$ cat config.mk
export PLATFORM = sky130hd
export DESIGN_NAME = pkf_sequencer
export DESIGN_NICKNAME = d
export VERILOG_FILES = /design/src/pkf_pkg.sv /design/src/pkf_i2c_slave.sv /design/src/pkf_sequencer.sv
export SDC_FILE = /design/constraint.sdc
export NUM_CORES = 1
export LEC_CHECK = 0
export ABC_CLOCK_PERIOD_IN_PS = 10000
export BUFFER_PORTS_ARGS = -buffer_cell sky130_fd_sc_hd__buf_2
export CORE_ASPECT_RATIO = 1.25
export CORE_MARGIN = 4
export CORE_UTILIZATION = 60
export DETAILED_ROUTE_END_ITERATION = 16
export GPL_ROUTABILITY_DRIVEN = 0
export GPL_TIMING_DRIVEN = 0
export PLACE_DENSITY = 0.77
export SKIP_CTS_REPAIR_TIMING = 1
export SYNTH_ARGS = -nofsm -noshare
export SYNTH_HDL_FRONTEND = slang
export SYNTH_SLANG_ARGS = --single-unit
$ cat constraint.sdc
create_clock -name i_mclk -period 10 [get_ports i_mclk]
set_clock_uncertainty 0.05 [all_clocks]
set_input_delay 2 -clock i_mclk [delete_from_list [all_inputs] [get_ports i_mclk]]
set_output_delay 2 -clock i_mclk [all_outputs]
set_load 0.05 [all_outputs]
$ cat src/pkf_pkg.sv
// shared constants for the power key and fault sequencer
// assumes a single 200 MHz clock; all times derive from it
package pkf_pkg;
	// register offsets on the serial bus
	localparam logic [7:0] REG_CTRL     = 8'h10; // command strobes, read zero
	localparam logic [7:0] REG_FAULT    = 8'h11; // event flags, write one to clear
	localparam logic [7:0] REG_LOG      = 8'h12; // fault cause log, write one to clear
	localparam logic [7:0] REG_KEY_DLY  = 8'h13; // key press delay, ms
	localparam logic [7:0] REG_SHUT_DLY = 8'h14; // shutdown press delay, ms
	localparam logic [7:0] REG_PG_DLY   = 8'h15; // power good lead, us
	localparam logic [7:0] REG_FLT_TIME = 8'h16; // fault recovery time, ms
	localparam logic [7:0] REG_STATUS   = 8'h17; // sequencer state, read only
	localparam logic [7:0] REG_CORE_CFG = 8'ha0; // core buck mode
	localparam logic [7:0] REG_MEM_CFG  = 8'ha1; // memory buck mode
	localparam logic [7:0] REG_CORE_B   = 8'hb6; // core buck b setting
	localparam logic [7:0] REG_MEM_B    = 8'hb7; // memory buck b setting
	// field positions
	localparam int MODE_LO   = 6; // mode select in bits 7:6
	localparam int SL_B_BIT  = 7; // sleep on b
	localparam int CTRL_SWRST = 0;
	localparam int CTRL_FCO   = 1;
	localparam int CTRL_SHELF = 2;
	localparam int FLT_KEY    = 0; // key reset event
	localparam int FLT_RECOV  = 1; // recovered with cause logged
	localparam int LOG_KEY    = 0;
	localparam int LOG_SWRST  = 1;
	localparam int LOG_IN_UV  = 2;
	localparam int LOG_TEMP   = 3;
	localparam int LOG_BAT_UV = 4;
	localparam int LOG_SHORT  = 5;
	localparam int LOG_FCO    = 6;
	// reset values
	localparam logic [7:0] CFG_RST      = 8'h00;
	localparam logic [7:0] B_RST        = 8'h80; // sleep on b set
	localparam logic [7:0] KEY_DLY_RST  = 8'h64;
	localparam logic [7:0] SHUT_DLY_RST = 8'hc8;
	localparam logic [7:0] PG_DLY_RST   = 8'h0a; // 10 us
	localparam logic [7:0] FLT_TIME_RST = 8'h14;
	localparam logic [7:0] KEY_PULSE_US = 8'h0a; // shelf wake pulse
	// timing
	localparam int CLK_NS   = 5;
	localparam int US_NS    = 1000;
	localparam int US_CYC   = (US_NS + CLK_NS - 1) / CLK_NS;
	localparam int MS_US    = 1000;
	localparam int ARM_S    = 1; // host abort window
	localparam int FCO_S    = 1; // power good lead on cold off
	localparam int ARM_MS   = ARM_S * 1000;
	localparam int FCO_MS   = FCO_S * 1000;
	localparam logic [6:0] I2C_ADDR = 7'h58; // bus address, free to change
	// buck operation modes
	typedef enum logic [1:0] {
		MODE_AB = 2'h0, MODE_SLEEP = 2'h1, MODE_SYNC = 2'h2, MODE_AUTO = 2'h3
	} pkf_mode_t;
	// sequencer states
	typedef enum logic [2:0] {
		ST_ON = 3'h0, ST_ARMED = 3'h1, ST_PG_LOW = 3'h3, ST_OFF = 3'h2,
		ST_SHELF = 3'h6, ST_WAKE = 3'h7, ST_FCO = 3'h5
	} pkf_state_t;
	// serial slave states
	typedef enum logic [3:0] {
		I_IDLE = 4'h0, I_ADDR = 4'h1, I_AACK = 4'h3, I_REG = 4'h2, I_RACK = 4'h6,
		I_WDAT = 4'h7, I_WACK = 4'h5, I_RDAT = 4'h4, I_MACK = 4'hc
	} pkf_i2c_t;
endpackage

$ cat src/pkf_i2c_slave.sv
// serial register port: address byte, register pointer, data bytes
// assumes scl and sda arrive from pins; pointer auto-increments
`timescale 1ns/1ps
module pkf_i2c_slave (
	// clock and reset
	input  wire logic       i_mclk,
	input  wire logic       i_sys_rst,
	// pins
	input  wire logic       i_scl,
	input  wire logic       i_sda,
	output logic            o_sda_o,
	output logic            o_sda_oe_n,
	// register side
	output logic            o_wr_stb,
	output logic [7:0]      o_addr,
	output logic [7:0]      o_wdata,
	input  wire logic [7:0] i_rdata
);
	logic [1:0] s1_q, s2_q, s3_q;  // {scl,sda} sync and history
	pkf_pkg::pkf_i2c_t st_q, st_d;
	logic [3:0] cnt_q, cnt_d;      // bit counter
	logic [7:0] sh_q, sh_d;        // shift register
	logic [7:0] ptr_q, ptr_d;      // register pointer
	logic       rw_q, rw_d;        // read request
	logic       oen_q, oen_d;      // low while pulling sda
	logic       wr_q, wr_d;
	logic       rise, fall, start, stop;

	// two flops before use, third only for edges
	always_ff @(posedge i_mclk or posedge i_sys_rst) begin
		if (i_sys_rst) begin
			s1_q <= 2'h3;
			s2_q <= 2'h3;
			s3_q <= 2'h3;
		end else begin
			s1_q <= {i_scl, i_sda};
			s2_q <= s1_q;
			s3_q <= s2_q;
		end
	end
	assign rise  = s2_q[1] & ~s3_q[1];
	assign fall  = ~s2_q[1] & s3_q[1];
	assign start = s2_q[1] & s3_q[1] & ~s2_q[0] & s3_q[0];
	assign stop  = s2_q[1] & s3_q[1] & s2_q[0] & ~s3_q[0];

	// protocol next state
	always_comb begin
		st_d = st_q;
		cnt_d = cnt_q;
		sh_d = sh_q;
		ptr_d = ptr_q;
		rw_d = rw_q;
		oen_d = oen_q;
		wr_d = 1'b0;
		if (start) begin
			st_d = pkf_pkg::I_ADDR;
			cnt_d = 4'h0;
			oen_d = 1'b1;
		end else if (stop) begin
			st_d = pkf_pkg::I_IDLE;
			oen_d = 1'b1;
		end else if (rise) begin
			// data sampled while scl high
			if (st_q == pkf_pkg::I_ADDR || st_q == pkf_pkg::I_REG || st_q == pkf_pkg::I_WDAT) begin
				sh_d = {sh_q[6:0], s2_q[0]};
				cnt_d = cnt_q + 4'h1;
			end else if (st_q == pkf_pkg::I_MACK) begin
				// master nack ends the read burst
				if (s2_q[0])
					st_d = pkf_pkg::I_IDLE;
				else
					ptr_d = ptr_q + 8'h01;
			end
		end else if (fall) begin
			unique case (st_q)
				pkf_pkg::I_ADDR, pkf_pkg::I_REG, pkf_pkg::I_WDAT: begin
					if (cnt_q == 4'h8) begin
						cnt_d = 4'h0;
						oen_d = 1'b0;
						if (st_q == pkf_pkg::I_ADDR) begin
							rw_d = sh_q[0];
							st_d = pkf_pkg::I_AACK;
							// other addresses are left alone
							if (sh_q[7:1] != pkf_pkg::I2C_ADDR) begin
								oen_d = 1'b1;
								st_d = pkf_pkg::I_IDLE;
							end
						end else if (st_q == pkf_pkg::I_REG) begin
							ptr_d = sh_q;
							st_d = pkf_pkg::I_RACK;
						end else begin
							wr_d = 1'b1;
							st_d = pkf_pkg::I_WACK;
						end
					end
				end
				pkf_pkg::I_AACK, pkf_pkg::I_MACK: begin
					if (rw_q) begin
						sh_d = i_rdata;
						oen_d = i_rdata[7];
						cnt_d = 4'h1;
						st_d = pkf_pkg::I_RDAT;
					end else begin
						oen_d = 1'b1;
						st_d = pkf_pkg::I_REG;
					end
				end
				pkf_pkg::I_RACK: begin
					oen_d = 1'b1;
					st_d = pkf_pkg::I_WDAT;
				end
				pkf_pkg::I_WACK: begin
					oen_d = 1'b1;
					ptr_d = ptr_q + 8'h01;
					st_d = pkf_pkg::I_WDAT;
				end
				pkf_pkg::I_RDAT: begin
					if (cnt_q == 4'h8) begin
						oen_d = 1'b1;
						cnt_d = 4'h0;
						st_d = pkf_pkg::I_MACK;
					end else begin
						sh_d = {sh_q[6:0], 1'b0};
						oen_d = sh_q[6];
						cnt_d = cnt_q + 4'h1;
					end
				end
				default: ;
			endcase
		end
	end

	// protocol registers
	always_ff @(posedge i_mclk or posedge i_sys_rst) begin
		if (i_sys_rst) begin
			st_q <= pkf_pkg::I_IDLE;
			cnt_q <= 4'h0;
			sh_q <= 8'h00;
			ptr_q <= 8'h00;
			rw_q <= 1'b0;
			oen_q <= 1'b1;
			wr_q <= 1'b0;
		end else begin
			st_q <= st_d;
			cnt_q <= cnt_d;
			sh_q <= sh_d;
			ptr_q <= ptr_d;
			rw_q <= rw_d;
			oen_q <= oen_d;
			wr_q <= wr_d;
		end
	end

	assign o_sda_o    = 1'b0;
	assign o_sda_oe_n = oen_q;
	assign o_wr_stb   = wr_q;
	assign o_addr     = ptr_q;
	assign o_wdata    = sh_q;
endmodule

$ cat src/pkf_sequencer.sv
// power key, fault and buck mode sequencer, top level
// assumes host on the serial bus, monitor inputs from analog blocks
`timescale 1ns/1ps
module pkf_sequencer #(
	parameter int ARM_MS_P = pkf_pkg::ARM_MS, // abort window, ms
	parameter int FCO_MS_P = pkf_pkg::FCO_MS  // cold off lead, ms
) (
	// clock and resets
	input  wire logic       i_mclk,
	input  wire logic       i_sys_rst,
	input  wire logic       i_bkup_rst,
	// serial bus pins
	input  wire logic       i_scl,
	input  wire logic       i_sda,
	output logic            o_sda_o,
	output logic            o_sda_oe_n,
	// power key, open drain
	input  wire logic       i_power_key_n,
	output logic            o_power_key_n_o,
	output logic            o_power_key_n_oe_n,
	// monitors and platform inputs
	input  wire logic       i_conv_irq_n,
	input  wire logic       i_in_uv,
	input  wire logic       i_over_temp,
	input  wire logic       i_bat_uv,
	input  wire logic       i_out_short,
	input  wire logic       i_b_select,
	// power control outputs
	output logic            o_power_good_out,
	output logic            o_rail_en,
	output logic            o_interrupt_request_n,
	output logic [1:0]      o_core_buck_op,
	output logic [1:0]      o_mem_buck_op
);
	localparam logic [6:0] SYNC_RST = 7'h41; // key and irq idle high
	logic [6:0] sy1_q, sy2_q;             // input synchroniser
	logic key_n_s, in_uv_s, temp_s, bat_uv_s, short_s, bsel_s, irq_n_s;
	logic [7:0] us_cnt_q, us_cnt_d;       // microsecond divider
	logic [9:0] ms_cnt_q, ms_cnt_d;       // millisecond divider
	logic us_tick, ms_tick;
	logic wr;                             // bus write strobe
	logic [7:0] addr, wdata, rdata;
	logic [7:0] core_cfg_q, mem_cfg_q, core_b_q, mem_b_q;
	logic [7:0] key_dly_q, shut_dly_q, pg_dly_q, flt_time_q;
	logic [7:0] core_cfg_d, mem_cfg_d, core_b_d, mem_b_d;
	logic [7:0] key_dly_d, shut_dly_d, pg_dly_d, flt_time_d;
	logic swrst_cmd, fco_cmd, shelf_cmd;  // command strobes
	logic key_flag_q, key_flag_d, recov_q, recov_d;
	logic [6:0] log_q, log_d, log_set;    // backup domain cause log
	logic [8:0] key_cnt_q, key_cnt_d;     // press length, ms
	logic long_press, hard, done, set_key, set_recov;
	pkf_pkg::pkf_state_t st_q, st_d;
	logic [9:0] tmr_q, tmr_d;
	logic rail_q, rail_d, pg_q, pg_d, key_oe_n_q, key_oe_n_d;
	logic irq_n_q, irq_n_d;
	logic [1:0] core_op_q, core_op_d, mem_op_q, mem_op_d;

	// buck operation from mode field, b select and sleep bit
	function automatic logic [1:0] buck_op(input logic [7:0] cfg, input logic [7:0] b, input logic bsel);
		logic [1:0] m;
		m = cfg[pkf_pkg::MODE_LO +: 2];
		// mode 00 defers to b setting
		if (m == pkf_pkg::MODE_AB)
			buck_op = (bsel && b[pkf_pkg::SL_B_BIT]) ? pkf_pkg::MODE_SLEEP : pkf_pkg::MODE_SYNC;
		else
			buck_op = m;
	endfunction

	pkf_i2c_slave u_bus (
		.i_mclk     (i_mclk),
		.i_sys_rst  (i_sys_rst),
		.i_scl      (i_scl),
		.i_sda      (i_sda),
		.o_sda_o    (o_sda_o),
		.o_sda_oe_n (o_sda_oe_n),
		.o_wr_stb   (wr),
		.o_addr     (addr),
		.o_wdata    (wdata),
		.i_rdata    (rdata)
	);

	// pins cross into the clock through two flops
	always_ff @(posedge i_mclk or posedge i_sys_rst) begin
		if (i_sys_rst) begin
			sy1_q <= SYNC_RST;
			sy2_q <= SYNC_RST;
		end else begin
			sy1_q <= {i_conv_irq_n, i_b_select, i_out_short, i_bat_uv, i_over_temp, i_in_uv, i_power_key_n};
			sy2_q <= sy1_q;
		end
	end
	assign {irq_n_s, bsel_s, short_s, bat_uv_s, temp_s, in_uv_s, key_n_s} = sy2_q;

	// tick dividers
	always_comb begin
		us_tick = (us_cnt_q == 8'(pkf_pkg::US_CYC - 1));
		ms_tick = us_tick && (ms_cnt_q == 10'(pkf_pkg::MS_US - 1));
		us_cnt_d = us_tick ? 8'h00 : us_cnt_q + 8'h01;
		ms_cnt_d = ms_cnt_q;
		if (us_tick)
			ms_cnt_d = ms_tick ? 10'h000 : ms_cnt_q + 10'h001;
	end
	always_ff @(posedge i_mclk or posedge i_sys_rst) begin
		if (i_sys_rst) begin
			us_cnt_q <= 8'h00;
			ms_cnt_q <= 10'h000;
		end else begin
			us_cnt_q <= us_cnt_d;
			ms_cnt_q <= ms_cnt_d;
		end
	end

	// register writes and command strobes
	always_comb begin
		core_cfg_d = core_cfg_q;
		mem_cfg_d = mem_cfg_q;
		core_b_d = core_b_q;
		mem_b_d = mem_b_q;
		key_dly_d = key_dly_q;
		shut_dly_d = shut_dly_q;
		pg_dly_d = pg_dly_q;
		flt_time_d = flt_time_q;
		if (wr) begin
			unique case (addr)
				pkf_pkg::REG_CORE_CFG: core_cfg_d = wdata;
				pkf_pkg::REG_MEM_CFG: mem_cfg_d = wdata;
				pkf_pkg::REG_CORE_B: core_b_d = wdata;
				pkf_pkg::REG_MEM_B: mem_b_d = wdata;
				pkf_pkg::REG_KEY_DLY: key_dly_d = wdata;
				pkf_pkg::REG_SHUT_DLY: shut_dly_d = wdata;
				pkf_pkg::REG_PG_DLY: pg_dly_d = wdata;
				pkf_pkg::REG_FLT_TIME: flt_time_d = wdata;
				default: ;
			endcase
		end
	end
	assign swrst_cmd = wr && addr == pkf_pkg::REG_CTRL && wdata[pkf_pkg::CTRL_SWRST];
	assign fco_cmd   = wr && addr == pkf_pkg::REG_CTRL && wdata[pkf_pkg::CTRL_FCO];
	assign shelf_cmd = wr && addr == pkf_pkg::REG_CTRL && wdata[pkf_pkg::CTRL_SHELF];
	always_ff @(posedge i_mclk or posedge i_sys_rst) begin
		if (i_sys_rst) begin
			core_cfg_q <= pkf_pkg::CFG_RST;
			mem_cfg_q <= pkf_pkg::CFG_RST;
			core_b_q <= pkf_pkg::B_RST;
			// sleep on b resets to one
			mem_b_q <= pkf_pkg::B_RST;
			key_dly_q <= pkf_pkg::KEY_DLY_RST;
			shut_dly_q <= pkf_pkg::SHUT_DLY_RST;
			pg_dly_q <= pkf_pkg::PG_DLY_RST;
			flt_time_q <= pkf_pkg::FLT_TIME_RST;
		end else begin
			core_cfg_q <= core_cfg_d;
			mem_cfg_q <= mem_cfg_d;
			core_b_q <= core_b_d;
			mem_b_q <= mem_b_d;
			key_dly_q <= key_dly_d;
			shut_dly_q <= shut_dly_d;
			pg_dly_q <= pg_dly_d;
			flt_time_q <= flt_time_d;
		end
	end

	// read mux, unmapped offsets read zero
	always_comb begin
		unique case (addr)
			pkf_pkg::REG_CORE_CFG: rdata = core_cfg_q;
			pkf_pkg::REG_MEM_CFG: rdata = mem_cfg_q;
			pkf_pkg::REG_CORE_B: rdata = core_b_q;
			pkf_pkg::REG_MEM_B: rdata = mem_b_q;
			pkf_pkg::REG_KEY_DLY: rdata = key_dly_q;
			pkf_pkg::REG_SHUT_DLY: rdata = shut_dly_q;
			pkf_pkg::REG_PG_DLY: rdata = pg_dly_q;
			pkf_pkg::REG_FLT_TIME: rdata = flt_time_q;
			pkf_pkg::REG_FAULT: rdata = {6'h00, recov_q, key_flag_q};
			pkf_pkg::REG_LOG: rdata = {1'b0, log_q};
			pkf_pkg::REG_STATUS: rdata = {3'h0, st_q, rail_q, pg_q};
			default: rdata = 8'h00;
		endcase
	end

	// press length counts only while key held
	always_comb begin
		key_cnt_d = key_cnt_q;
		if (key_n_s || st_q != pkf_pkg::ST_ON)
			key_cnt_d = 9'h000;
		else if (ms_tick && key_cnt_q != 9'h1ff)
			key_cnt_d = key_cnt_q + 9'h001;
	end
	assign long_press = key_cnt_q > ({1'b0, key_dly_q} + {1'b0, shut_dly_q});
	assign hard = rail_q && (bat_uv_s || short_s);
	assign done = (tmr_q == 10'h000);

	// power sequencing
	always_comb begin
		st_d = st_q;
		tmr_d = tmr_q;
		rail_d = rail_q;
		pg_d = pg_q;
		key_oe_n_d = key_oe_n_q;
		set_key = 1'b0;
		set_recov = 1'b0;
		log_set = 7'h00;
		if (hard) begin
			st_d = pkf_pkg::ST_OFF;
			rail_d = 1'b0;
			pg_d = 1'b0;
			key_oe_n_d = 1'b1;
			tmr_d = {2'h0, flt_time_q};
			log_set[pkf_pkg::LOG_BAT_UV] = bat_uv_s;
			log_set[pkf_pkg::LOG_SHORT] = short_s;
		end else begin
			unique case (st_q)
				pkf_pkg::ST_ON: begin
					if (swrst_cmd || in_uv_s || temp_s) begin
						pg_d = 1'b0;
						tmr_d = {2'h0, pg_dly_q};
						st_d = pkf_pkg::ST_PG_LOW;
						log_set[pkf_pkg::LOG_SWRST] = swrst_cmd;
						log_set[pkf_pkg::LOG_IN_UV] = in_uv_s;
						log_set[pkf_pkg::LOG_TEMP] = temp_s;
					end else if (fco_cmd) begin
						pg_d = 1'b0;
						tmr_d = 10'(FCO_MS_P);
						st_d = pkf_pkg::ST_FCO;
						log_set[pkf_pkg::LOG_FCO] = 1'b1;
					end else if (shelf_cmd) begin
						rail_d = 1'b0;
						pg_d = 1'b0;
						st_d = pkf_pkg::ST_SHELF;
					end else if (long_press) begin
						// flag and arm, rail stays up
						set_key = 1'b1;
						tmr_d = 10'(ARM_MS_P);
						st_d = pkf_pkg::ST_ARMED;
					end
				end
				pkf_pkg::ST_ARMED: begin
					if (!key_flag_q)
						st_d = pkf_pkg::ST_ON;
					else if (ms_tick) begin
						tmr_d = tmr_q - 10'h001;
						if (done) begin
							pg_d = 1'b0;
							tmr_d = {2'h0, pg_dly_q};
							st_d = pkf_pkg::ST_PG_LOW;
							log_set[pkf_pkg::LOG_KEY] = 1'b1;
						end
					end
				end
				pkf_pkg::ST_PG_LOW: begin
					if (us_tick) begin
						tmr_d = tmr_q - 10'h001;
						if (done) begin
							rail_d = 1'b0;
							tmr_d = {2'h0, flt_time_q};
							st_d = pkf_pkg::ST_OFF;
						end
					end
				end
				pkf_pkg::ST_OFF: begin
					if (ms_tick) begin
						tmr_d = tmr_q - 10'h001;
						if (done) begin
							rail_d = 1'b1;
							pg_d = 1'b1;
							set_recov = |log_q;
							st_d = pkf_pkg::ST_ON;
						end
					end
				end
				pkf_pkg::ST_FCO: begin
					if (ms_tick) begin
						tmr_d = tmr_q - 10'h001;
						if (done) begin
							rail_d = 1'b0;
							st_d = pkf_pkg::ST_SHELF;
						end
					end
				end
				pkf_pkg::ST_SHELF: begin
					// key press wakes, pull key for the chain
					if (!key_n_s) begin
						rail_d = 1'b1;
						key_oe_n_d = 1'b0;
						tmr_d = {2'h0, pkf_pkg::KEY_PULSE_US};
						st_d = pkf_pkg::ST_WAKE;
					end
				end
				pkf_pkg::ST_WAKE: begin
					if (us_tick) begin
						tmr_d = tmr_q - 10'h001;
						if (done) begin
							key_oe_n_d = 1'b1;
							pg_d = 1'b1;
							st_d = pkf_pkg::ST_ON;
						end
					end
				end
				default: st_d = pkf_pkg::ST_OFF;
			endcase
		end
	end

	// flags: a set in the clearing cycle wins
	always_comb begin
		key_flag_d = set_key | (key_flag_q & ~(wr && addr == pkf_pkg::REG_FAULT && wdata[pkf_pkg::FLT_KEY]));
		recov_d = set_recov | (recov_q & ~(wr && addr == pkf_pkg::REG_FAULT && wdata[pkf_pkg::FLT_RECOV]));
		log_d = log_set | (log_q & ~((wr && addr == pkf_pkg::REG_LOG) ? wdata[6:0] : 7'h00));
		irq_n_d = ~(key_flag_q | recov_q | ~irq_n_s);
		core_op_d = buck_op(core_cfg_q, core_b_q, bsel_s);
		mem_op_d = buck_op(mem_cfg_q, mem_b_q, bsel_s);
	end

	// main domain state
	always_ff @(posedge i_mclk or posedge i_sys_rst) begin
		if (i_sys_rst) begin
			st_q <= pkf_pkg::ST_ON;
			tmr_q <= 10'h000;
			rail_q <= 1'b1;
			pg_q <= 1'b1;
			key_oe_n_q <= 1'b1;
			key_cnt_q <= 9'h000;
			key_flag_q <= 1'b0;
			recov_q <= 1'b0;
			irq_n_q <= 1'b1;
			core_op_q <= pkf_pkg::MODE_SYNC;
			mem_op_q <= pkf_pkg::MODE_SYNC;
		end else begin
			st_q <= st_d;
			tmr_q <= tmr_d;
			rail_q <= rail_d;
			pg_q <= pg_d;
			key_oe_n_q <= key_oe_n_d;
			key_cnt_q <= key_cnt_d;
			key_flag_q <= key_flag_d;
			recov_q <= recov_d;
			irq_n_q <= irq_n_d;
			core_op_q <= core_op_d;
			mem_op_q <= mem_op_d;
		end
	end

	// cause log lives on the backup supply reset only
	always_ff @(posedge i_mclk or posedge i_bkup_rst) begin
		if (i_bkup_rst)
			log_q <= 7'h00;
		else
			log_q <= log_d;
	end

	assign o_power_good_out      = pg_q;
	assign o_rail_en             = rail_q;
	assign o_power_key_n_o       = 1'b0;
	assign o_power_key_n_oe_n    = key_oe_n_q;
	assign o_interrupt_request_n = irq_n_q;
	assign o_core_buck_op        = core_op_q;
	assign o_mem_buck_op         = mem_op_q;

	AST_SWRST_PG: assert property (@(posedge i_mclk) disable iff (i_sys_rst)
		(st_q == pkf_pkg::ST_ON && swrst_cmd && !hard) |=> !o_power_good_out && o_rail_en)
		else $error("software reset did not drop power good first");
	AST_LONG_ARM: assert property (@(posedge i_mclk) disable iff (i_sys_rst)
		(st_q == pkf_pkg::ST_ON && long_press && !hard && !swrst_cmd && !in_uv_s && !temp_s && !fco_cmd && !shelf_cmd)
		|=> key_flag_q ##1 !o_interrupt_request_n)
		else $error("long press did not flag and interrupt");
	AST_NO_EARLY_ARM: assert property (@(posedge i_mclk) disable iff (i_sys_rst)
		$rose(key_flag_q) |-> $past(long_press) && $past(st_q) == pkf_pkg::ST_ON)
		else $error("armed without a long press");
	AST_ABORT: assert property (@(posedge i_mclk) disable iff (i_sys_rst)
		(st_q == pkf_pkg::ST_ARMED && !key_flag_q && !hard) |=> st_q == pkf_pkg::ST_ON && o_power_good_out)
		else $error("cleared event did not abort reset");
	AST_PG_LEADS_RAIL: assert property (@(posedge i_mclk) disable iff (i_sys_rst)
		($fell(o_rail_en) && !$past(hard) && $past(st_q) != pkf_pkg::ST_ON) |-> !$past(o_power_good_out))
		else $error("rail dropped before power good");
	AST_HARD_CUT: assert property (@(posedge i_mclk) disable iff (i_sys_rst)
		hard |=> !o_rail_en && (log_q[pkf_pkg::LOG_BAT_UV] || log_q[pkf_pkg::LOG_SHORT]))
		else $error("hard fault did not cut and log");
	AST_TEMP_LOG: assert property (@(posedge i_mclk) disable iff (i_sys_rst)
		(st_q == pkf_pkg::ST_ON && temp_s && !hard) |=> log_q[pkf_pkg::LOG_TEMP] && st_q == pkf_pkg::ST_PG_LOW)
		else $error("overtemp not logged");
	AST_OFF_HOLD: assert property (@(posedge i_mclk) disable iff (i_sys_rst)
		$rose(o_rail_en) |-> $past(st_q) == pkf_pkg::ST_OFF && $past(done) || $past(st_q) == pkf_pkg::ST_SHELF)
		else $error("power up before recovery time");
	AST_MEM_MODE: assert property (@(posedge i_mclk) disable iff (i_sys_rst)
		(mem_cfg_q[7:6] == 2'h2) |=> o_mem_buck_op == pkf_pkg::MODE_SYNC)
		else $error("forced sync mode not applied");
	AST_IRQ_PASS: assert property (@(posedge i_mclk) disable iff (i_sys_rst)
		!irq_n_s |=> !o_interrupt_request_n)
		else $error("converter interrupt not forwarded");
endmodule
Yosys cells after proc, flatten, opt, wreduce, memory -nomap -nowiden:

Index checks and enable logic that the tools add are counted.

* bits in registers: 168
* input port bits: 12

* add/sub/neg operators: 7
* $lt $le $gt $ge: 1
* eq/ne operators: 73
* mux-type cells: 144
* bitwise logic cells: 27
* reduce and logical (&&, ||, !) cells: 62

Operator list (number)
* two-way mux 10 bit: 14
* two-way mux 8 bit: 14
* one-hot mux 8 bit (11 select lines): 1
* two-way mux 4 bit: 19
* == test 8 x 5 -> 1 bit (second input constant): 8
* one-hot mux 10 bit (6 select lines): 1
* two-way mux 1 bit: 57
* two-way mux 3 bit: 19
* != test 3 bit (second input constant): 17
* == test 8 bit (second input constant): 5
* one-hot mux 8 bit (2 select lines): 2
* AND reduction 7 bit: 4
* one-hot mux 3 bit (7 select lines): 1
* AND reduction 10 bit: 2
* two-way mux 9 bit: 2
* AND reduction 9 bit: 2
* nonzero test 3 bit: 6
* adder 8 x 1 -> 8 bit (second input constant): 2
* == test 4 x 3 -> 1 bit (second input constant): 4
* != test 4 bit (second input constant): 4
* one-hot mux 4 bit (4 select lines): 1
* AND reduction 2 bit: 8
* != test 5 bit (second input constant): 3
* two-way mux 2 bit: 7
* other kinds (49): 111

Longest topological paths before layout:

Gate-level depths: netlist (run 1).

* depth in word-level cells: 9
* gate-level depth with buffers: 16
* mapped depth without buffers: 16

Cells and area by module:

A second synthesis (run 1) with hierarchy kept.

* cells, all modules: 946
* area, all modules: 9619.2 um^2

By module, submodules not included
* pkf_sequencer: times used 1, cells each 712, area an instance 7480.9 um^2
* pkf_i2c_slave: times used 1, cells each 234, area an instance 2138.3 um^2

Least setup slack after synthesis (run 1):

Ideal clock, no wire load.

* kind: register -> register
* start: register key_dly_q[1]
* end: register tmr_q[2]
* library setup time: 125 ps
* data arrival time: 3373 ps
* data required time: 9825 ps
* slack: 6452 ps
* stages on the path, launching flop included: 15
* cells stage by stage: dfrtp_1 ha_1 a21o_1 a21oi_1 nor2b_1 o21a_1 o41ai_1 xor2_1 ha_1 and3_1 nor4bb_1 a2111o_1 a31oi_1 nor3_4 mux2_2

* word-level cells in the longest chain between the ends: 4

RTL lines
* start: declaration: line pkf_sequencer.sv:44 `logic [7:0] key_dly_q, shut_dly_q, pg_dly_q, flt_time_q;`
* start signal: assignment: line pkf_sequencer.sv:147 `key_dly_q <= pkf_pkg::KEY_DLY_RST;`
* start signal: assignment: line pkf_sequencer.sv:156 `key_dly_q <= key_dly_d;`
* adder 8 x 8 -> 9 bit: line pkf_sequencer.sv:189 `assign long_press = key_cnt_q > ({1'b0, key_dly_q} + {1'b0, shut_dly_q});`
* greater-than comparator 9 bit: line pkf_sequencer.sv:189
* != test 5 bit (no source line)
* AND reduction 9 bit (no source line)
* end signal: assignment: line pkf_sequencer.sv:330 `tmr_q <= tmr_d;`
* end: declaration: line pkf_sequencer.sv:53 `logic [9:0] tmr_q, tmr_d;`

No other way between the ends.
A chain may end at the register's enable or synchronous reset.

Worst setup path in the final report (run 1):

* start: register key_dly_q[1]
* end: register tmr_q[3]

The elaborated chain is that of the path after synthesis.

==> summary by stage, run 1 <==
Cells and area
After routing the design area is 0.0105 mm^2. The fraction of final layout cells sized beyond drive strength 1 is 17.1%. The number of nets at the end of the flow is 1,054. The area growth from synthesis to layout is 10.5%. The repair_antennas step left the layout with diodes totalling 0. The number of fillers in the final layout is 1,292.

Route
The detailed router finished its first iteration with 866 violations. The via density per instance is 6.51. The detail route stage leaves a number of antenna-violating nets equal to 0. The final routed DRC violation total is 0. The routed layout has 8,038 vias. Before antenna repair, the detailed router went through 6 iterations. The final layout contains routed wiring with a total length of 24,900 um. Dividing the detail-routed wire length by the instance count gives 20.1 um.

Critical path
STA puts the critical path data arrival time at 4.47 ns. For flop-to-flop paths, the worst setup slack is 5.80 ns. The type of the setup path with the least slack is flip-flop to flip-flop. The kind of end point of the critical path is a flip-flop. The worst register-to-register path ends at tmr_q[3].

The data required time at the worst endpoint is 10.26 ns. The end point of the critical path is tmr_q[3]. The worst register-to-register path begins at key_dly_q[1]. Measured in cells, the most critical reg-to-reg path has a length of 14. The launching instance or port of the critical path is key_dly_q[1]. STA classifies the critical path startpoint as a flip-flop. In this run the worst path has a maximum fanout of 10.

Pwr
The total power is 2.39 mW. The share of total power dissipated in sequential elements is 35.4%. In this run, the clock network consumes 27.8% of the power. The combinational share of power is 36.8%.

The worst voltage drop across the vdd grid is 0.125 mV. The cell internal power dissipation is 1.46 mW. The switching share of power is 39.1%. The switching power is 0.935 mW. The power per unit of standard cell area is 227 mW/mm^2. The cell leakage power is 4.54 nW.

Place
The worst slack after detailed placement is 5.85 ns. The placed instances occupy a cell area of 0.00993 mm^2. Buffers placed on the I/O ports in this run total 20. The HPWL after detailed placement is 17,600 um.

Yosys
The xor/xnor cell area share of the yosys netlist is 2.85%. The warning count from the yosys run is 0. The mux contribution to synthesized area is 9.07%. The compound-gate portion of the synthesized area is 18.7%. By area, the combinational part of the netlist is dominated by compound AO/OA/AOI/OAI gates. The synthesized area per cell is 9.83 um^2. Ranked by total cell area, the synthesized netlist is headed by dfrtp_1, dfstp_2, mux2_2, ha_1, nand2_1.

The library cell with the highest instance count after synthesis is dfrtp_1. For this run, the leading register cell type out of synthesis is dfrtp_1. The number of unique standard cell types used by synthesis is 80. The share of synthesized registers carrying an async set or reset is 100%.

The cell area that synthesis handed to floorplanning was 0.00952 mm^2. In this run, synthesis inferred 0 flip-flops with an integrated enable. Of the synthesized area, sequential elements account for 44.5%. The simple-gate share of the synthesized area is 16.9%.

After synthesis the netlist holds a flip-flop and latch count of 168. Synthesis handed over a netlist of 969 instances. The top cell type's share of synthesized area is 36.5%. Summing the areas of all fa, ha and maj instances in the mapped netlist gives 4.39% of the synthesized area.

The biggest area contributor in the post-synthesis netlist is dfrtp_1. By count the netlist is led by dfrtp_1, nand2_1, mux2_2.

Floorplan
The die area is 0.0180 mm^2. In this run the count of I/O pins placed on the die edge is 23. The floorplan has 51 rows.

The core area is 0.0156 mm^2. Measured along the y axis, the die boundary spans 149 um. The effective utilization at floorplan is 61.2%. The die outline width is 121 um.

Clock network
In this run, CTS created clock tree buffers numbering 17. The insertion delay to the later sink of the worst-skew pair is 0.43 ns. For this design, the sink count on the clock tree is 168. CTS built an H-tree with a depth of 4. TritonCTS built the clock tree. The clock transition at the registers of the reported paths is 0.07 ns.

The master cell of the clock root buffer is clkbuf_16. No sink is reached through more buffers than the 2 on the longest clock path.

Timing
Adding up every negative setup slack in the final design gives 0 ns. The number of hold violations in the final report is 0. The final number of setup-violating endpoints is 0.

The final cycle utilization of the critical path is 42.0%. The number of pins exceeding their max-slew limit in the final report is 0. For the pin with the worst max-slew slack, the measured transition is 1.01 ns.

Hold is met by 0.298 ns. The worst path needs 4.20 ns of the cycle, external delays included. The worst setup slack after layout is 5.80 ns. Setup repair after global routing left no endpoint under its margin.

In this run the tightest slew margin relative to its limit is 32.5%. The fmax is 0.238 GHz.

Global routing
The initial antenna violation count is 0. Global routing consumed, over all layers together, 28.5% of the routing resources. The number of global-route vias before repair was 7,831. The first global-routing pass estimated 40,400 um of wire. The maximum number of pins on one net before global-route repair is 122. Global routing finished with a remaining overflow of 0.

Job
Across the run, the number of max-cap violations was 0.

Outcome
The run finished with clean final reports.

Worst hold path
The class of the tightest hold or removal check is flip-flop to flip-flop.
[logic make-up (layout without fill, tap and decap cells)]
| logic type | Yosys count | in the layout |
|---|---|---|
| xor+xnor | 31 | 31 |
| simple gates | 313 | 313 |
| compound gates | 259 | 259 |
| fa+ha+maj | 33 | 33 |
| other cells | 1 | 2 |
| flops | 168 | 168 |
| mux | 78 | 78 |
| buf+inv | 86 | 139 |
[how the worst min path moves through the flow]
stage | start | end | slack, ns | depth (start not counted)
after floorplan | sy1_q[1] | sy2_q[1] | 0.28 | 0
after CTS | sy1_q[1] | sy2_q[1] | 0.30 | 0
after detailed placement | sy1_q[1] | sy2_q[1] | 0.29 | 0
final | sy1_q[1] | sy2_q[1] | 0.30 | 0
after global routing | sy1_q[2] | sy2_q[2] | 0.31 | 0
after global placement | sy1_q[5] | sy2_q[5] | 0.28 | 0
[per-layer routing]
layer / routed length, um / global-route usage [%] / up-vias
met5: 0 / 0 / -
met4: 1440 / 16.2 / 0
met3: 1760 / 5.31 / 97
met2: 11800 / 46.1 / 380
met1: 9850 / 36.2 / 3899
li1: - / - / 3662
[state kept, by name (all words and copies together), names as in the netlist, 7 cells and up]
register	flops
core_b_q	8
core_cfg_q	8
flt_time_q	8
key_cnt_q	9
key_dly_q	8
log_q	7
mem_b_q	8
mem_cfg_q	8
ms_cnt_q	10
pg_dly_q	8
shut_dly_q	8
sy1_q	7
sy2_q	7
tmr_q	10
u_bus.o_addr	8
u_bus.o_wdata	8
us_cnt_q	8
[through the flow]
step / util (%) / cells
after CTS: 67.6 / 1235
after detailed placement: 63.7 / 1203
after floorplan: - / 970
after global routing: 67.6 / 1235
after global placement: 63.5 / 1202
final: 67.6 / 1235
[cell type report]
class / count / area [um^2] / share of cell area [%]
multi-input combinational: 716 / 4950 / 47.1
buffer: 59 / 233 / 2.21
inverter: 27 / 109 / 1.03
tap: 212 / 265 / 2.52
timing repair buffer: 21 / 128 / 1.21
clock buffer: 19 / 453 / 4.30
clock inverter: 13 / 144 / 1.37
sequential: 168 / 4240 / 40.3
[power by group through the flow]
stage / logic (mW) / registers [mW] / clock network (mW)
finish: 0.881 / 0.847 / 0.665
global route: 0.954 / 0.857 / 0.703
CTS: 0.862 / 0.844 / 0.669
detailed placement: 0.857 / 0.855 / 0
global placement: 0.842 / 0.852 / 0
floorplan: 0.623 / 0.849 / 0
[worst max-delay path: stages, from the launching register on]
cell,delay (ns)
dfrtp_1,0.44
ha_1,0.31
a21o_1,0.17
a21oi_1,0.24
nor2b_1,0.08
o21a_1,0.18
o41ai_1,0.34
xor2_1,0.13
ha_1,0.31
and3_1,0.20
nor4bb_1,0.25
a2111o_1,0.23
a31oi_1,0.19
nor3_4,0.54
mux2_2,0.40
[cell usage in the layout (no fill, tap or decap), types with 16 or more instances in the layout]
cell and instances:
nand2_1 85, buf_2 23, nand3_1 38, a22o_1 27
mux2_2 66, o21ai_0 62, dfstp_2 29, a21oi_1 38
xor2_1 16, inv_1 26, a22oi_1 24, ha_1 31
dfrtp_1 139, clkbuf_1 51, nor2_1 63, and3_1 18
nor3_1 19, clkbuf_16 17
Power figures use the tool's default switching activity.
==> inputs of run 2 (changes only) <==
--- a/config.mk
+++ b/config.mk
@@ -5,11 +5,11 @@
 export SDC_FILE = /design/constraint.sdc
 export NUM_CORES = 1
 export LEC_CHECK = 0
-export ABC_CLOCK_PERIOD_IN_PS = 10000
+export ABC_CLOCK_PERIOD_IN_PS = 3400
 export BUFFER_PORTS_ARGS = -buffer_cell sky130_fd_sc_hd__buf_2
 export CORE_ASPECT_RATIO = 1.25
 export CORE_MARGIN = 4
-export CORE_UTILIZATION = 60
+export CORE_UTILIZATION = 57
 export DETAILED_ROUTE_END_ITERATION = 16
 export GPL_ROUTABILITY_DRIVEN = 0
 export GPL_TIMING_DRIVEN = 0
==> constraint.sdc (replaced) <==
create_clock -name i_mclk -period 3.4 [get_ports i_mclk]
set_clock_uncertainty 0.05 [all_clocks]
set_input_delay 0.68 -clock i_mclk [delete_from_list [all_inputs] [get_ports i_mclk]]
set_output_delay 0.68 -clock i_mclk [all_outputs]
set_load 0.05 [all_outputs]
==> summary by stage, run 2 (same netlist as run 1, synthesis figures left out) <==
Global routing
The total routing usage reported by global routing came to 27.2% (-1.3 points). The wire length of the first global-routing pass came to 40,400 um (about the same). The maximum number of pins on one net before global-route repair came to 43 (-65%). The total grt overflow is 0 (unchanged). The number of global-route vias before repair was 7,790 (-0.52%). The initial antenna violation count is 0 (unchanged).

Job
The reported max-cap violation count came to 0 (unchanged).

Timing
Setup repair after global routing could not meet its margin everywhere. The number of hold violations in the final report was 0 (unchanged). The final number of setup-violating endpoints was 12 (+12). The worst slew slack as a fraction of its limit was 37.6% (+5.1 points). The number of pins exceeding their max-slew limit in the final report was 0 (unchanged).

The final cycle utilization of the critical path is 111% (+69 points). The final critical-path required period is 3.77 ns (-0.429 ns). The setup total negative slack came to -4.13 ns (-4.13 ns). The worst setup slack after layout is -0.372 ns (-6.17 ns). The fmax is 0.265 GHz (+11%). The actual slew at the worst max-slew pin was 0.929 ns (-0.0808 ns).

Cells and area
The number of fillers in the final layout is 1,281 (-0.85%). The core occupancy in the finished layout is 65.9% (-1.7 points). The number of nets at the end of the flow is 1,065 (+1.0%). The number of inserted diodes is 0 (unchanged). The library cell used most frequently in the layout, excluding fill and tap cells, is dfrtp_1. From synthesis to final layout, the design area changed by 13.1%. The final non-filler cell total is 1,250 (+1.2%).

The area of all placed cells without fillers was 0.0108 mm^2 (+2.3%). The fraction of final layout cells sized beyond drive strength 1 is 18.8% (+1.7 points). The largest registers in the layout are ms_cnt_q (10), tmr_q (10), key_cnt_q (9). In the layout the commonest cells are dfrtp_1, nand2_1, mux2_2, nor2_1, o21ai_0.

Outcome
The run finished, with violations left. The final reports fail on setup timing.

Critical path
The most used cell along the critical path is ha_1. The nature of the critical path startpoint is a flip-flop. On the critical path, the stage with the largest delay is an instance of a2111o_1.

The data required time at the worst endpoint is 3.67 ns (-6.59 ns). The cell family contributing the most delay on the critical path is compound AO/OA/AOI/OAI gates. The type of the setup path with the least slack is flip-flop to flip-flop.

The peak per-stage delay on the critical path came to 0.48 ns (-0.06 ns). The worst setup path is captured at a flip-flop. The combined buffer and inverter count along the critical path was 1 (+1). The peak fanout along the critical path is 10 (unchanged). The data arrival time of the critical path is 4.04 ns (-0.43 ns).

Traced cell by cell, the critical path runs through ha_1 > a21o_1 > a21oi_2 > nor2b_1 > o21a_1 > o41ai_2 > xor2_1 > ha_1 > and3_4 > nor4bb_4 > a2111o_1 > a31oi_4 > nor3_4 > buf_12 > mux2_2.

Route
The via density per instance is 6.52 (+0.18%). The final antenna-violating net count is 0 (unchanged). The final routed DRC violation total is 0 (unchanged). The average wire length per cell after detail routing came to 20.3 um (+0.54%). The total number of vias is 8,150 (+1.4%). The initial DRC count is 807 (-6.8%).

The final routed wirelength across all metal layers was 25,300 um (+1.8%). The number of optimization iterations in the first detailed-route pass is 6 (unchanged).

Clock network
The clock transition at the registers of the reported paths is 0.07 ns (about the same). The number of clock sinks seen by CTS is 168 (unchanged). The number of levels the H-tree was split into is 4 (unchanged). The number of buffers on the longest clock path is 2 (unchanged). TritonCTS built the clock tree.

The insertion delay to the later sink of the worst-skew pair was 0.44 ns (about the same). The total clock buffers created by CTS is 17 (unchanged). The root buffer cell chosen for the clock tree is clkbuf_16.

Floorplan
The die area came to 0.0188 mm^2 (+4.9%). The core area is 0.0163 mm^2 (+4.9%). The boundary pin count was 23 (unchanged). The height of the chip was 153 um (+2.5%).

The cell row count was 52 (+2.0%). The effective utilization at floorplan came to 58.3% (-2.8 points). The die outline width is 124 um (+2.4%).

Pwr
The cell leakage power came to 4.64 nW (+2.3%). The worst voltage drop across the vdd grid was 0.483 mV (+290%). The power per unit of standard cell area came to 673 mW/mm^2 (+200%). The total power is 7.24 mW (+200%).

Place
The number of placed instances with taps included is 1,210 (+0.58%). The quantity of I/O buffers inserted on ports is 20 (unchanged). The placed wire-length estimate came to 17,600 um (+0.22%). The standard cell area after detailed placement is 0.00999 mm^2 (+0.62%).

Worst hold path
The class of the tightest hold or removal check is primary input to async pin.
## run 2: cell count changes in the layout (fill, tap and decap cells not counted), sizes merged
cell,delta
buf,+11
bufinv,+2
clkbuf,-1
inv,-1
## run 2: metrics by stage
stage               setup slack (ns)  hold slack, ns
finish                        -0.372           0.137
global placement              -0.437           0.282
global route                  -0.532           0.157
CTS                           -0.578           0.138
floorplan                     0.0138           0.281
detailed placement            -0.559           0.286
## run 2: final cells by class
class | count | area, um^2 | area share, %
Multi-Input combinational cell | 716 | 5040 | 46.8
Buffer | 59 | 233 | 2.16
Sequential cell | 168 | 4240 | 39.4
Tap cell | 216 | 270 | 2.51
Clock inverter | 14 | 196 | 1.82
Clock buffer | 18 | 429 | 3.99
Timing Repair Buffer | 32 | 253 | 2.35
Inverter | 27 | 105 | 0.976
## run 2: final timing paths
| path | slack [ns] | start | end | depth (start not counted) |
|---|---|---|---|---|
| min reg2reg | 0.30 | sy1_q[3] | sy2_q[3] | 0 |
| min | 0.14 | i_bkup_rst | log_q[1] | 2 |
| max in group asynchronous | 2.07 | i_sys_rst | flt_time_q[2] | 4 |
| max reg2reg | -0.37 | shut_dly_q[1] | tmr_q[9] | 15 |
| min in group i_mclk | 0.28 | i_power_key_n | sy1_q[0] | 1 |
| max | -0.37 | shut_dly_q[1] | tmr_q[9] | 15 |
## run 2: routing by layer
metal / vias up / track usage (%) / part of all wire, % / wire (um)
li1: 3697 / - / - / -
met1: 3981 / 35.0 / 40 / 10000
met2: 382 / 44.3 / 49 / 12400
met3: 90 / 4.98 / 7.2 / 1820
met4: 0 / 12.3 / 4.3 / 1100
met5: - / 0 / 0 / 0
## run 2: power breakdown
part | internal [mW] | total, mW | switching, mW
logic | 0.998 | 2.68 | 1.68
clock network | 1.24 | 2.07 | 0.839
registers | 2.24 | 2.49 | 0.248
==> inputs of run 3 (changes only) <==
--- a/config.mk
+++ b/config.mk
@@ -11,8 +11,8 @@
 export CORE_MARGIN = 4
 export CORE_UTILIZATION = 57
 export DETAILED_ROUTE_END_ITERATION = 16
-export GPL_ROUTABILITY_DRIVEN = 0
 export GPL_TIMING_DRIVEN = 0
+export MAX_ROUTING_LAYER = met4
 export PLACE_DENSITY = 0.77
 export SKIP_CTS_REPAIR_TIMING = 1
 export SYNTH_ARGS = -nofsm -noshare
==> summary by stage, run 3 (same netlist as run 1, synthesis figures left out) <==
Outcome
The run finished, with violations left. The checks that failed: setup timing.

Route
The final routed DRC violation total came to 0 (unchanged). The final antenna-violating net count is 0 (unchanged). The initial DRC count came to 721 (-11%). The total number of vias is 7,978 (-2.1%). The number of optimization iterations in the first detailed-route pass is 7 (+1). The average wire length per cell after detail routing is 20.8 um (+2.7%). The final routed wirelength across all metal layers came to 26,000 um (+2.6%). The via density per instance is 6.39 (-2.0%).

Critical path
The register-to-register path setup slack is -0.32 ns (+0.05 ns). The nature of the critical path startpoint is a flip-flop. The data arrival time of the critical path was 3.99 ns (-0.05 ns).

The endpoint identified for the worst register-to-register timing path is tmr_q[4]. The peak per-stage delay on the critical path came to 0.50 ns (+0.02 ns). Walking the worst path, the cells encountered are ha_1 > a21o_1 > a21oi_2 > nor2b_1 > o21a_1 > o41ai_2 > xor2_1 > ha_1 > and3_4 > nor4bb_4 > a2111o_1 > a31oi_4 > nor3_4 > buf_12 > mux2_2. The startpoint identified for the worst register-to-register timing path is shut_dly_q[1]. The data required time at the worst endpoint was 3.67 ns (about the same). The kind of end point of the critical path is a flip-flop. The type of the setup path with the least slack is flip-flop to flip-flop. The worst-case reg-to-reg path depth was 15 (unchanged). On the critical path, the stage with the largest delay is an instance of a2111o_1. The most used cell along the critical path is ha_1.

The peak fanout along the critical path came to 10 (unchanged).

Timing
The number of pins exceeding their max-slew limit in the final report is 0 (unchanged). The fmax is 0.269 GHz (+1.4%). The worst setup slack after layout is -0.321 ns (+0.0511 ns). The actual slew at the worst max-slew pin came to 0.889 ns (-0.0398 ns).

The setup total negative slack came to -3.43 ns (+0.704 ns). The final cycle utilization of the critical path came to 109% (-1.5 points). The number of hold violations in the final report is 0 (unchanged).

The final hold slack came to 0.133 ns (-0.00411 ns). The final critical-path required period came to 3.72 ns (-0.0511 ns). The worst slew slack as a fraction of its limit is 40.6% (+3.0 points). The final number of setup-violating endpoints is 12 (unchanged). Setup repair after global routing could not meet its margin everywhere.

Worst hold path
The class of the tightest hold or removal check is primary input to async pin.

Place
The quantity of I/O buffers inserted on ports is 20 (unchanged). The placed wire-length estimate is 18,500 um (+4.8%). The worst slack after detailed placement is -0.541 ns (+0.0180 ns). The congestion estimate from routability-driven global placement came to 0.980. The standard cell area after detailed placement was 0.00997 mm^2 (-0.20%).

Global routing
The maximum number of pins on one net before global-route repair is 44 (+2.3%). The total grt overflow is 0 (unchanged). The total routing usage reported by global routing is 28.4% (+1.2 points). The number of global-route vias before repair came to 7,717 (-0.94%).

The wire length of the first global-routing pass is 41,000 um (+1.3%). The initial antenna violation count came to 0 (unchanged).

Clock network
The master cell of the clock root buffer is clkbuf_16. TritonCTS built the clock tree. The insertion delay to the later sink of the worst-skew pair is 0.43 ns (about the same).

The clock transition at the registers of the reported paths is 0.07 ns (about the same). The number of levels the H-tree was split into is 4 (unchanged). The total clock buffers created by CTS is 17 (unchanged). The number of clock sinks seen by CTS is 168 (unchanged). The number of buffers on the longest clock path is 2 (unchanged).

Cells and area
The number of fillers in the final layout is 1,329 (+3.7%). The area of all placed cells without fillers was 0.0107 mm^2 (-0.53%). The multi-input gate area in the final layout is 0.00504 mm^2 (unchanged). The number of nets at the end of the flow is 1,064 (-0.094%). The library cell used most frequently in the layout, excluding fill and tap cells, is dfrtp_1. The fraction of final layout cells sized beyond drive strength 1 is 18.7% (-0.079 points). The area taken by flip-flops and latches is 0.00424 mm^2 (unchanged). The number of inserted diodes was 0 (unchanged). The area growth from synthesis to layout is 12.5%.

In the layout the commonest cells are dfrtp_1, nand2_1, mux2_2, nor2_1, o21ai_0. The core occupancy in the finished layout was 65.6% (-0.35 points). The largest registers in the layout are ms_cnt_q (10), tmr_q (10), key_cnt_q (9).

Floorplan
The cell row count is 52 (unchanged). The die area is 0.0188 mm^2 (unchanged). The height of the chip is 153 um (unchanged). The die outline width came to 124 um (unchanged). The boundary pin count is 23 (unchanged). The effective utilization at floorplan came to 58.3% (unchanged).

The core area is 0.0163 mm^2 (unchanged).

Pwr
The cell leakage power was 4.62 nW (-0.47%). The power per unit of standard cell area is 665 mW/mm^2 (-1.1%). The worst voltage drop across the vdd grid is 0.490 mV (+1.4%).

Job
The reported max-cap violation count is 0 (unchanged).
-- run 3: power breakdown --
part | total (mW) | internal, mW | switching, mW
logic | 2.68 | 0.981 | 1.70
clock network | 1.95 | 1.11 | 0.841
registers | 2.49 | 2.24 | 0.247
total | 7.12 | 4.33 | 2.79
-- run 3: layout make-up --
cell class | instances | area share [%]
flip-flops and latches | 168 | 39.6
multi-input cells | 716 | 47.1
clock buffers | 20 | 4.17
well taps | 216 | 2.52
plain buffers | 59 | 2.17
clock inverters | 12 | 1.32
repair buffers | 31 | 2.17
inverters | 27 | 0.981
-- run 3: worst max-delay path by stage --
stage,start,end,slack (ns),cells past startpoint
4_1_cts,shut_dly_q[0],tmr_q[4],-0.53,16
2_1_floorplan,key_dly_q[1],tmr_q[2],0.01,14
3_5_place_dp,shut_dly_q[0],tmr_q[4],-0.54,16
3_3_place_gp,shut_dly_q[0],tmr_q[5],-0.45,16
5_1_grt,key_dly_q[1],tmr_q[8],-0.40,15
6_report,shut_dly_q[1],tmr_q[4],-0.32,15
-- run 3: routing by layer --
| layer | vias to the layer above | share of wire [%] | track usage (%) |
|---|---|---|---|
| li1 | 3680 | - | - |
| met1 | 3922 | 41 | 36.6 |
| met2 | 298 | 49 | 44.9 |
| met3 | 78 | 5.4 | 3.86 |
| met4 | 0 | 4.1 | 11.7 |
| met5 | - | 0 | - |
-- run 3: critical path: cells and delay by family (launching register included) --
family,cells,cell delay (ns)
adders and majority gates,2,0.54
xor gates and xnor gates,1,0.19
AOI/OAI and AO/OA,6,1.51
DFF,1,0.43
muxes,1,0.27
and+or+nand+nor,4,0.44
buffers and inverters,1,0.16
-- run 3: per-stage QoR --
stage / total power, mW / std cells
after global placement: 5.03 / 1206
final: 7.12 / 1249
after global routing: 7.46 / 1249
after CTS: 7.02 / 1241
after detailed placement: 5.06 / 1209
after floorplan: 4.34 / 970
